### src/common/pport_pkg.sv
// Shared constants and types of the parallel port configuration block.
package pport_pkg;
   localparam int ADDR_W = 4;
   localparam int DATA_W = 16;
   localparam int BYTE_W = 8;
   localparam int NBYTES = 4;
   localparam int PIN_W = 11;
   // ***************************************************
   // Register offsets (word index on the register port)
   // ***************************************************
   localparam logic [ADDR_W-1:0] OFS_CONTROL = 4'h0;
   localparam logic [ADDR_W-1:0] OFS_MODE = 4'h1;
   localparam logic [ADDR_W-1:0] OFS_ADDR = 4'h2;
   localparam logic [ADDR_W-1:0] OFS_PIN_EN = 4'h3;
   localparam logic [ADDR_W-1:0] OFS_STATUS = 4'h4;
   localparam logic [ADDR_W-1:0] OFS_PAD = 4'h5;
   localparam logic [ADDR_W-1:0] OFS_OUT1 = 4'h6;
   localparam logic [ADDR_W-1:0] OFS_OUT2 = 4'h7;
   localparam logic [ADDR_W-1:0] OFS_IN1 = 4'h8;
   localparam logic [ADDR_W-1:0] OFS_IN2 = 4'h9;
   localparam logic [ADDR_W-1:0] OFS_IRQ_STAT = 4'hA;
   localparam logic [ADDR_W-1:0] OFS_IRQ_MASK = 4'hB;
   // ***************************************************
   // Field positions and implemented-bit masks
   // ***************************************************
   localparam int CTL_PORT_EN = 15;
   localparam int CTL_CAL_OE = 10;
   localparam int MODE_BUSY = 15;
   localparam int MODE_SEL_LO = 8;
   localparam int SETUP_LO = 6;
   localparam int MIDDLE_LO = 2;
   localparam int HOLD_LO = 0;
   localparam int ADDR_CS = 14;
   localparam int PIN_CS = 14;
   localparam int PAD_TTL = 0;
   localparam int PAD_SEC = 1;
   localparam int ST_IBF = 15;
   localparam int ST_INPUT_OVERFLOW_FLAG = 14;
   localparam int ST_IBX = 8;
   localparam int ST_OBE = 7;
   localparam int ST_OUTPUT_UNDERFLOW_FLAG = 6;
   localparam int ST_OBX = 0;
   localparam logic [DATA_W-1:0] CTL_MASK = 16'h8400;
   localparam logic [DATA_W-1:0] MODE_MASK = 16'h7FFF;
   localparam logic [DATA_W-1:0] ADDR_MASK = 16'h47FF;
   localparam logic [DATA_W-1:0] PIN_EN_MASK = 16'h47FF;
   localparam logic [DATA_W-1:0] PAD_MASK = 16'h0003;
   // ***************************************************
   // Interrupt events and timing
   // ***************************************************
   localparam int IRQ_W = 4;
   localparam int IRQ_OVF = 0;
   localparam int IRQ_UNF = 1;
   localparam int IRQ_HOST_WR = 2;
   localparam int IRQ_DONE = 3;
   localparam int CNT_W = 6;
   localparam logic [CNT_W-1:0] STROBE_CYCLES = 6'h01;
   localparam logic [CNT_W-1:0] PHASE_BASE = 6'h01;
   typedef enum logic [1:0] {
      MODE_LEGACY_SLAVE = 2'b00,
      MODE_ADDR_SLAVE = 2'b01,
      MODE_MASTER2 = 2'b10,
      MODE_MASTER1 = 2'b11
   } port_mode_type;
   typedef enum logic {
      XFER_IDLE = 1'b0,
      XFER_ACTIVE = 1'b1
   } xfer_state_type;
endpackage

### src/parallel_port_config_status.sv
// Parallel port configuration, pin ownership, slave buffers and status.
//
// Function
// - Middle wait zero ignores setup and hold
// - Chip-select pin owned when its enable set
// - Upper address pin enables give pins away
// - Low two pin enables give address pins in master modes
// - Address register drives address lines
// - Pad bit selects TTL or Schmitt inputs
// - Pad bit picks seconds clock or alarm
// - Calendar pin driven only when enabled
// - Unimplemented register bits read zero
// - Host address low bits pick buffer byte in addressable slave mode
// - Host read of empty byte flags underflow
// - Input full flags clear on software read
// - Mode 11 uses read/write plus enable
// - Port disabled performs no off-chip access
module parallel_port_config_status (
   input wire logic mclk,
   input wire logic rstn,
   input wire logic [pport_pkg::ADDR_W-1:0] reg_addr,
   input wire logic [pport_pkg::DATA_W-1:0] reg_wdata,
   input wire logic reg_wr,
   input wire logic reg_rd,
   output logic [pport_pkg::DATA_W-1:0] reg_rdata,
   input wire logic host_cs_in,
   input wire logic host_rd_in,
   input wire logic host_wr_in,
   input wire logic [1:0] host_addr_in,
   input wire logic [pport_pkg::BYTE_W-1:0] pdata_in,
   output logic [pport_pkg::BYTE_W-1:0] pdata_out,
   output logic pdata_oe_n,
   output logic [pport_pkg::PIN_W-1:0] addr_out,
   output logic [pport_pkg::PIN_W-1:0] addr_oe_n,
   output logic cs_out,
   output logic cs_oe_n,
   output logic strobe_rd_out,
   output logic strobe_wr_out,
   output logic strobe_oe_n,
   input wire logic cal_seconds_clk,
   input wire logic cal_alarm_pulse,
   output logic cal_pin_out,
   output logic ttl_select,
   output logic irq
);
   localparam int SYNC_W = 3 + 2 + pport_pkg::BYTE_W;

   typedef struct packed {
      logic [15:0] control;
      logic [15:0] mode;
      logic [15:0] taddr;
      logic [15:0] pin_en;
      logic [15:0] pad;
      logic [3:0][7:0] in_bytes;
      logic [3:0][7:0] out_bytes;
      logic [3:0] in_full;
      logic [3:0] out_empty;
      logic input_overflow_flag;
      logic output_underflow_flag;
      logic [pport_pkg::IRQ_W-1:0] irq_stat;
      logic [pport_pkg::IRQ_W-1:0] irq_mask;
      logic [15:0] rdata;
      pport_pkg::xfer_state_type xfer;
      logic [pport_pkg::CNT_W-1:0] wait_cnt;
      logic xfer_read;
      logic wr_prev;
      logic rd_prev;
      logic [7:0] pdata_out;
      logic pdata_oe_n;
      logic [10:0] addr_out;
      logic [10:0] addr_oe_n;
      logic cs_out;
      logic cs_oe_n;
      logic strb_rd;
      logic strb_wr;
      logic strb_oe_n;
      logic cal_out;
      logic ttl;
      logic irq;
   } state_type;

   state_type state_reg;
   state_type state_next;
   logic [SYNC_W-1:0] sync_bus;
   logic h_cs;
   logic h_rd;
   logic h_wr;
   logic [1:0] h_addr;
   logic [7:0] h_data;
   logic port_en;
   logic is_master;
   logic slave_act;
   logic host_wr_edge;
   logic host_rd_edge;
   logic [1:0] byte_idx;
   logic xfer_start;

   // ***************************************************
   // Pin input synchronisation
   // ***************************************************
   sync_two_flop #(.WIDTH(SYNC_W)) u_sync (
      .mclk(mclk),
      .rstn(rstn),
      .async_in({host_cs_in, host_rd_in, host_wr_in, host_addr_in, pdata_in}),
      .sync_out(sync_bus)
   );
   assign {h_cs, h_rd, h_wr, h_addr, h_data} = sync_bus;

   function automatic logic [15:0] status_word(state_type st);
      status_word = '0;
      status_word[pport_pkg::ST_IBF] = &st.in_full;
      status_word[pport_pkg::ST_INPUT_OVERFLOW_FLAG] = st.input_overflow_flag;
      status_word[pport_pkg::ST_IBX +: 4] = st.in_full;
      status_word[pport_pkg::ST_OBE] = &st.out_empty;
      status_word[pport_pkg::ST_OUTPUT_UNDERFLOW_FLAG] = st.output_underflow_flag;
      status_word[pport_pkg::ST_OBX +: 4] = st.out_empty;
   endfunction

   // Unmapped offsets and unimplemented bits answer zero.
   function automatic logic [15:0] readback(logic [3:0] a, state_type st);
      case (a)
         pport_pkg::OFS_CONTROL: readback = st.control;
         pport_pkg::OFS_MODE: readback = st.mode;
         pport_pkg::OFS_ADDR: readback = st.taddr;
         pport_pkg::OFS_PIN_EN: readback = st.pin_en;
         pport_pkg::OFS_STATUS: readback = status_word(st);
         pport_pkg::OFS_PAD: readback = st.pad;
         pport_pkg::OFS_OUT1: readback = {st.out_bytes[1], st.out_bytes[0]};
         pport_pkg::OFS_OUT2: readback = {st.out_bytes[3], st.out_bytes[2]};
         pport_pkg::OFS_IN1: readback = {st.in_bytes[1], st.in_bytes[0]};
         pport_pkg::OFS_IN2: readback = {st.in_bytes[3], st.in_bytes[2]};
         pport_pkg::OFS_IRQ_STAT: readback = 16'(st.irq_stat);
         pport_pkg::OFS_IRQ_MASK: readback = 16'(st.irq_mask);
         default: readback = '0;
      endcase
   endfunction

   assign port_en = state_reg.control[pport_pkg::CTL_PORT_EN];
   assign is_master = state_reg.mode[pport_pkg::MODE_SEL_LO + 1];
   assign slave_act = port_en && !is_master;
   assign host_wr_edge = slave_act && h_cs && h_wr && !state_reg.wr_prev;
   assign host_rd_edge = slave_act && h_cs && h_rd && !state_reg.rd_prev;
   // Legacy slave mode has a single byte; addressable mode decodes.
   assign byte_idx = (state_reg.mode[pport_pkg::MODE_SEL_LO +: 2] ==
                      pport_pkg::MODE_ADDR_SLAVE) ? h_addr : 2'b00;
   assign xfer_start = port_en && is_master &&
                       state_reg.xfer == pport_pkg::XFER_IDLE &&
                       ((reg_wr && reg_addr == pport_pkg::OFS_OUT1) ||
                        (reg_rd && reg_addr == pport_pkg::OFS_IN1));

   // ***************************************************
   // Next-state logic
   // ***************************************************
   always_comb begin
      logic [3:0] mid;
      logic [pport_pkg::IRQ_W-1:0] ev;
      logic active;
      logic [15:0] w;
      mid = state_reg.mode[pport_pkg::MIDDLE_LO +: 4];
      active = 1'b0;
      ev = '0;
      w = reg_wdata;
      state_next = state_reg;
      state_next.wr_prev = h_cs && h_wr;
      state_next.rd_prev = h_cs && h_rd;
      state_next.rdata = reg_rd ? readback(reg_addr, state_reg) : '0;
      if (reg_wr) begin
         case (reg_addr)
            pport_pkg::OFS_CONTROL: state_next.control = w & pport_pkg::CTL_MASK;
            pport_pkg::OFS_MODE: state_next.mode =
               (w & pport_pkg::MODE_MASK) |
               (state_reg.mode & ~pport_pkg::MODE_MASK);
            pport_pkg::OFS_ADDR: state_next.taddr = w & pport_pkg::ADDR_MASK;
            pport_pkg::OFS_PIN_EN: state_next.pin_en = w & pport_pkg::PIN_EN_MASK;
            pport_pkg::OFS_PAD: state_next.pad = w & pport_pkg::PAD_MASK;
            pport_pkg::OFS_STATUS: begin
               state_next.input_overflow_flag = w[pport_pkg::ST_INPUT_OVERFLOW_FLAG];
               state_next.output_underflow_flag = w[pport_pkg::ST_OUTPUT_UNDERFLOW_FLAG];
            end
            pport_pkg::OFS_OUT1: begin
               state_next.out_bytes[1:0] = w;
               state_next.out_empty[1:0] = 2'b00;
            end
            pport_pkg::OFS_OUT2: begin
               state_next.out_bytes[3:2] = w;
               state_next.out_empty[3:2] = 2'b00;
            end
            pport_pkg::OFS_IRQ_STAT: state_next.irq_stat =
               state_reg.irq_stat & ~w[pport_pkg::IRQ_W-1:0];
            pport_pkg::OFS_IRQ_MASK: state_next.irq_mask = w[pport_pkg::IRQ_W-1:0];
            default: ;
         endcase
      end
      if (reg_rd && reg_addr == pport_pkg::OFS_IN1) begin
         state_next.in_full[1:0] = 2'b00;
      end
      if (reg_rd && reg_addr == pport_pkg::OFS_IN2) begin
         state_next.in_full[3:2] = 2'b00;
      end
      // Hardware sets come after software clears so that the set wins.
      if (host_wr_edge) begin
         if (state_reg.in_full[byte_idx]) begin
            state_next.input_overflow_flag = 1'b1;
            ev[pport_pkg::IRQ_OVF] = 1'b1;
         end else begin
            state_next.in_bytes[byte_idx] = h_data;
            state_next.in_full[byte_idx] = 1'b1;
            ev[pport_pkg::IRQ_HOST_WR] = 1'b1;
         end
      end
      if (host_rd_edge) begin
         if (state_reg.out_empty[byte_idx]) begin
            state_next.output_underflow_flag = 1'b1;
            ev[pport_pkg::IRQ_UNF] = 1'b1;
         end else begin
            state_next.pdata_out = state_reg.out_bytes[byte_idx];
            state_next.out_empty[byte_idx] = 1'b1;
         end
      end
      // Master transfer: strobe plus optional setup/middle/hold waits,
      // one instruction cycle per mclk cycle.
      case (state_reg.xfer)
         pport_pkg::XFER_IDLE: begin
            if (xfer_start) begin
               state_next.xfer = pport_pkg::XFER_ACTIVE;
               state_next.xfer_read = reg_rd;
               state_next.pdata_out = state_next.out_bytes[0];
               if (mid == 4'h0) begin
                  state_next.wait_cnt = pport_pkg::STROBE_CYCLES;
               end else begin
                  state_next.wait_cnt = pport_pkg::STROBE_CYCLES +
                     pport_pkg::CNT_W'(mid) + pport_pkg::PHASE_BASE +
                     pport_pkg::CNT_W'(state_reg.mode[pport_pkg::SETUP_LO +: 2]) +
                     pport_pkg::PHASE_BASE +
                     pport_pkg::CNT_W'(state_reg.mode[pport_pkg::HOLD_LO +: 2]);
               end
            end
         end
         pport_pkg::XFER_ACTIVE: begin
            if (state_reg.wait_cnt == pport_pkg::STROBE_CYCLES) begin
               state_next.xfer = pport_pkg::XFER_IDLE;
               ev[pport_pkg::IRQ_DONE] = 1'b1;
               if (state_reg.xfer_read) begin
                  state_next.in_bytes[0] = h_data;
                  state_next.in_full[0] = 1'b1;
               end else begin
                  state_next.out_empty[0] = 1'b1;
               end
            end else begin
               state_next.wait_cnt = state_reg.wait_cnt - pport_pkg::STROBE_CYCLES;
            end
         end
         default: state_next.xfer = pport_pkg::XFER_IDLE;
      endcase
      active = state_next.xfer == pport_pkg::XFER_ACTIVE;
      state_next.mode[pport_pkg::MODE_BUSY] = active;
      state_next.irq_stat = state_next.irq_stat | ev;
      state_next.irq = |(state_next.irq_stat & state_next.irq_mask);
      // ***************************************************
      // Pin drive
      // ***************************************************
      state_next.pdata_oe_n = !((active && !state_next.xfer_read) ||
                                (slave_act && h_cs && h_rd));
      state_next.addr_out = state_next.taddr[10:0] &
                            state_next.pin_en[10:0];
      state_next.addr_oe_n[10:2] = ~state_next.pin_en[10:2];
      // Low pins serve as host address inputs in slave modes.
      state_next.addr_oe_n[1:0] = ~(state_next.pin_en[1:0] &
         {2{state_next.mode[pport_pkg::MODE_SEL_LO + 1]}});
      state_next.cs_oe_n = !state_next.pin_en[pport_pkg::PIN_CS];
      state_next.cs_out = active &&
                          state_next.taddr[pport_pkg::ADDR_CS];
      state_next.strb_oe_n = !(port_en && is_master);
      if (state_reg.mode[pport_pkg::MODE_SEL_LO +: 2] ==
          pport_pkg::MODE_MASTER1) begin
         state_next.strb_rd = active && state_next.xfer_read;
         state_next.strb_wr = active;
      end else begin
         state_next.strb_rd = active && state_next.xfer_read;
         state_next.strb_wr = active && !state_next.xfer_read;
      end
      state_next.cal_out = state_next.control[pport_pkg::CTL_CAL_OE] &&
         (state_next.pad[pport_pkg::PAD_SEC] ?
          cal_seconds_clk : cal_alarm_pulse);
      state_next.ttl = state_next.pad[pport_pkg::PAD_TTL];
   end

   always_ff @(posedge mclk or negedge rstn) begin
      if (!rstn) begin
         state_reg <= '0;
         state_reg.out_empty <= 4'hF;
         state_reg.pdata_oe_n <= 1'b1;
         state_reg.addr_oe_n <= 11'h7FF;
         state_reg.cs_oe_n <= 1'b1;
         state_reg.strb_oe_n <= 1'b1;
      end else begin
         state_reg <= state_next;
      end
   end

   assign reg_rdata = state_reg.rdata;
   assign pdata_out = state_reg.pdata_out;
   assign pdata_oe_n = state_reg.pdata_oe_n;
   assign addr_out = state_reg.addr_out;
   assign addr_oe_n = state_reg.addr_oe_n;
   assign cs_out = state_reg.cs_out;
   assign cs_oe_n = state_reg.cs_oe_n;
   assign strobe_rd_out = state_reg.strb_rd;
   assign strobe_wr_out = state_reg.strb_wr;
   assign strobe_oe_n = state_reg.strb_oe_n;
   assign cal_pin_out = state_reg.cal_out;
   assign ttl_select = state_reg.ttl;
   assign irq = state_reg.irq;
endmodule // parallel_port_config_status

### src/sync_two_flop.sv
// Two-flop synchroniser for a vector of asynchronous pin inputs.
module sync_two_flop #(
   parameter int WIDTH = 1
) (
   input wire logic mclk,
   input wire logic rstn,
   input wire logic [WIDTH-1:0] async_in,
   output logic [WIDTH-1:0] sync_out
);
   logic [WIDTH-1:0] meta_reg;
   if (WIDTH < 1) begin : g_width_check
      $error("sync_two_flop: WIDTH must be positive");
   end
   always_ff @(posedge mclk or negedge rstn) begin
      if (!rstn) begin
         meta_reg <= '0;
         sync_out <= '0;
      end else begin
         meta_reg <= async_in;
         sync_out <= meta_reg;
      end
   end
endmodule // sync_two_flop

### config.mk
export PLATFORM = sky130hd
export DESIGN_NAME = parallel_port_config_status
export DESIGN_NICKNAME = d
export VERILOG_FILES = /design/src/common/pport_pkg.sv /design/src/parallel_port_config_status.sv /design/src/sync_two_flop.sv
export SDC_FILE = /design/constraint.sdc
export NUM_CORES = 1
export LEC_CHECK = 0
export ABC_CLOCK_PERIOD_IN_PS = 3200
export BUFFER_PORTS_ARGS = -buffer_cell sky130_fd_sc_hd__buf_2
export CAP_MARGIN = 20
export CORE_UTILIZATION = 25
export DETAILED_ROUTE_END_ITERATION = 10
export PLACE_DENSITY = 0.41
export SETUP_SLACK_MARGIN = 0.15
export SYNTH_ARGS = -nofsm -noshare
export SYNTH_HDL_FRONTEND = slang
export SYNTH_HIERARCHICAL = 1
export SYNTH_SLANG_ARGS = --single-unit
### constraint.sdc
create_clock -name mclk -period 3.2 [get_ports mclk]
set_clock_uncertainty 0.15 [all_clocks]
set_input_delay 0.32 -clock mclk [delete_from_list [all_inputs] [get_ports mclk]]
set_output_delay 0.32 -clock mclk [all_outputs]
set_load 0.02 [all_outputs]
==> reports/qor.csv <==
metric;value;unit
synth_top_area_share;50.9;%
ant_nets;0;
die_area;39500;um^2
gp_congestion;0.803;
largest_reg_flops;133;
die_w;199;um
synthTopCellsByArea;dfrtp_1, mux2_2, dfstp_2;
synth_edf_count;0;
worstPathRequired;3.47;ns
yosysTopAreaCell;dfrtp_1;
synthXorXnorAreaFrac;0.181;%
hpwl;21.6;mm
viasPerCell;4.65;
grt-ovfl-total;0;
die_h;199;um
synth_seq_cells;215;
leakage;5.49;nW
worstPathArrival;2.96;ns
fin_nets;940;
fmax;372;MHz
setup_tns;0;ns
synthDistinctLibCells;66;
cts_tree;yes;
path_clk_slew;0.06;ns
io_buffers;93;
grtUsageTotal;15.8;%
final_max_slew_viol_count;0;
firstDrtPassIters;7;
hold_path_class;in2reg;
power.density;743;nW/um^2
synth_area;9680;um^2
synth_cells;792;
clock_latency;0.54;ns
period_minus_slack;2.69;ns
route.detailed.drc;0;
initial_core_util;25.6;%
status;finished clean;
synth-compound-area-share;11.5;%
tightest_slew;0.923;ns
slew_headroom;38.3;%
rsz0062_at_grt;no;
avgSynthCellArea;12.2;um^2
num_vias;6611;
drive_above_1_share;30.0;%
rows;71;
cts_sinks;215;
grt_max_degree;87;
ctsHtreeMaxLevel;1;
dp_cells;1343;
hp-start;reg_rd;
cp-startpoint;is_master;
grt_pass1_wl;45.6;mm
wl;30.6;mm
path_class;reg2reg;
syn2layout_area_growth;21.7;%
end_kind;flop;
max-vdd-ir-drop;396;uV
hold_violations;0;
path_max_fanout;12;
yosys.area_share.adder;1.58;%
numCtsBuffers;26;
cp-start-kind;flop;
core;37800;um^2
ys_seq_area_share;55.8;%
io_pins;94;
yosys_warnings;6;
async_flop_share;100;%
synthSimpleGateAreaFrac;9.32;%
clk_path_buf_depth;3;
diodes;0;
period_share;83.9;%
syn_nets;842;
wl_per_cell;21.5;um
synth.area.mux_share;15.0;%
drt_iter0_drc;380;
report.final.setup_viol;0;
antenna_found_initial;0;
hold-worst-slack;0.0354;ns
post_layout_nonfiller_instances;1421;
synth_top_family_by_area;multiplexers;
cts_root_buf;clkbuf_16;
maxCapViolCount;0;
reg2reg_from;is_master;
grt_pass1_vias;6766;
synth_ff_type;dfrtp_1;
## Yosys cell counts (3+ instances only)
library cell and instances:
dfrtp_1 197, nand2_1 59, mux2_2 52, buf_4 46
a22oi_1 42, mux2_1 38, inv_1 33, a21oi_1 31
nand3_1 20, dfstp_2 18, mux2i_1 18, nor2_1 18
buf_2 17, mux2_4 17, o22ai_1 17, nand2b_1 15
clkbuf_1 13, a31oi_1 10, ha_1 9, a221oi_1 8
o21ai_0 8, and3_1 7, o21ai_1 7, nor2b_1 6
a21o_1 5, a222oi_1 5, a41oi_1 4, buf_1 4
or3_1 4, a22o_1 3, and2_1 3, nand4b_1 3
nor3_1 3, nor3_2 3, o221ai_1 3, o41ai_1 3
or2_1 3, or2_2 3
## layout make-up
type / instances / area [um^2]
fillers: 3943 / 26100
clock buffers: 28 / 678
well taps: 511 / 639
clock inverters: 20 / 268
flip-flops and latches: 215 / 5400
multi-input cells: 461 / 3650
repair buffers: 151 / 1010
inverters: 35 / 131
## layout by cell type, fill, tap and decap left out, types with 6 or more instances in the layout
master         instances
inv_1                 33
mux2_4                17
clkbuf_16             26
buf_2                 92
dfstp_2               18
a221oi_1               8
mux2_2                52
and3_1                 7
nor2b_1                6
nand2_1               59
mux2i_1               18
ha_1                   9
a22oi_1               42
dfrtp_1              197
nor2_1                18
o22ai_1               17
o21ai_1                7
nand2b_1              15
dlygate4sd3_1         30
buf_4                 26
a31oi_1               10
o21ai_0                8
nand3_1               20
a21oi_1               31
mux2_1                38
## where the power goes
group	internal, mW	switching (mW)	total (mW)
logic	0.771	0.992	1.76
registers	3.31	0.478	3.79
clock network	1.96	1.24	3.20
total	6.04	2.71	8.75
## per-stage QoR
step / setup slack [ns] / power, mW / cell area, um^2 / utilization (%)
global route: 0.428 / 9.23 / 11800 / 31.1
CTS: 0.535 / 8.89 / 11800 / 31.1
detailed placement: 0.531 / 5.59 / 10500 / 27.8
floorplan: 0.846 / 4.97 / 9680 / -
global placement: 0.588 / 5.58 / 10500 / 27.8
finish: 0.515 / 8.75 / 11800 / 31.1
## metal layers
metal	track usage, %	vias to the layer above	wire (um)
met5	0	-	0
met4	4.10	0	719
met3	2.00	37	1320
met2	24.4	193	13600
met1	23.2	3365	14900
li1	-	3016	-
## final timing paths
kind / end / slack (ns) / cells after the start
setup / recovery: state_reg[124] / 0.51 / 5
hold / removal: state_reg[80] / 0.04 / 3
setup reg to reg: state_reg[124] / 0.51 / 5
hold reg to reg: u_sync/sync_out[11] / 0.20 / 0
max in group asynchronous: state_reg[129] / 1.76 / 3
min in group asynchronous: state_reg[166] / 0.22 / 2
## cell families after synthesis
family / count (synthesis)
flip-flops: 215
multiplexers: 125
AO/OA/AOI/OAI: 159
buffers and inverters: 116
XOR/XNOR: 2
AND/OR/NAND/NOR: 164
adder cells (fa/ha/maj): 11
## worst max-delay path, stage by stage (launching register included)
cell and delay [ns]:
dfrtp_1 0.51, nand2b_1 0.47, a22oi_4 0.33, nand3b_4 0.16
nor3_4 0.60, mux2_4 0.35
## what timing repair did
| action | CTS | global route |
|---|---|---|
| resized for setup | 0 | 0 |
| hold buffers | 30 | 0 |
| hold endpoints to repair | 154 | 0 |
| setup buffers | 0 | 0 |
No activity file was read; power rests on OpenSTA's default activity.
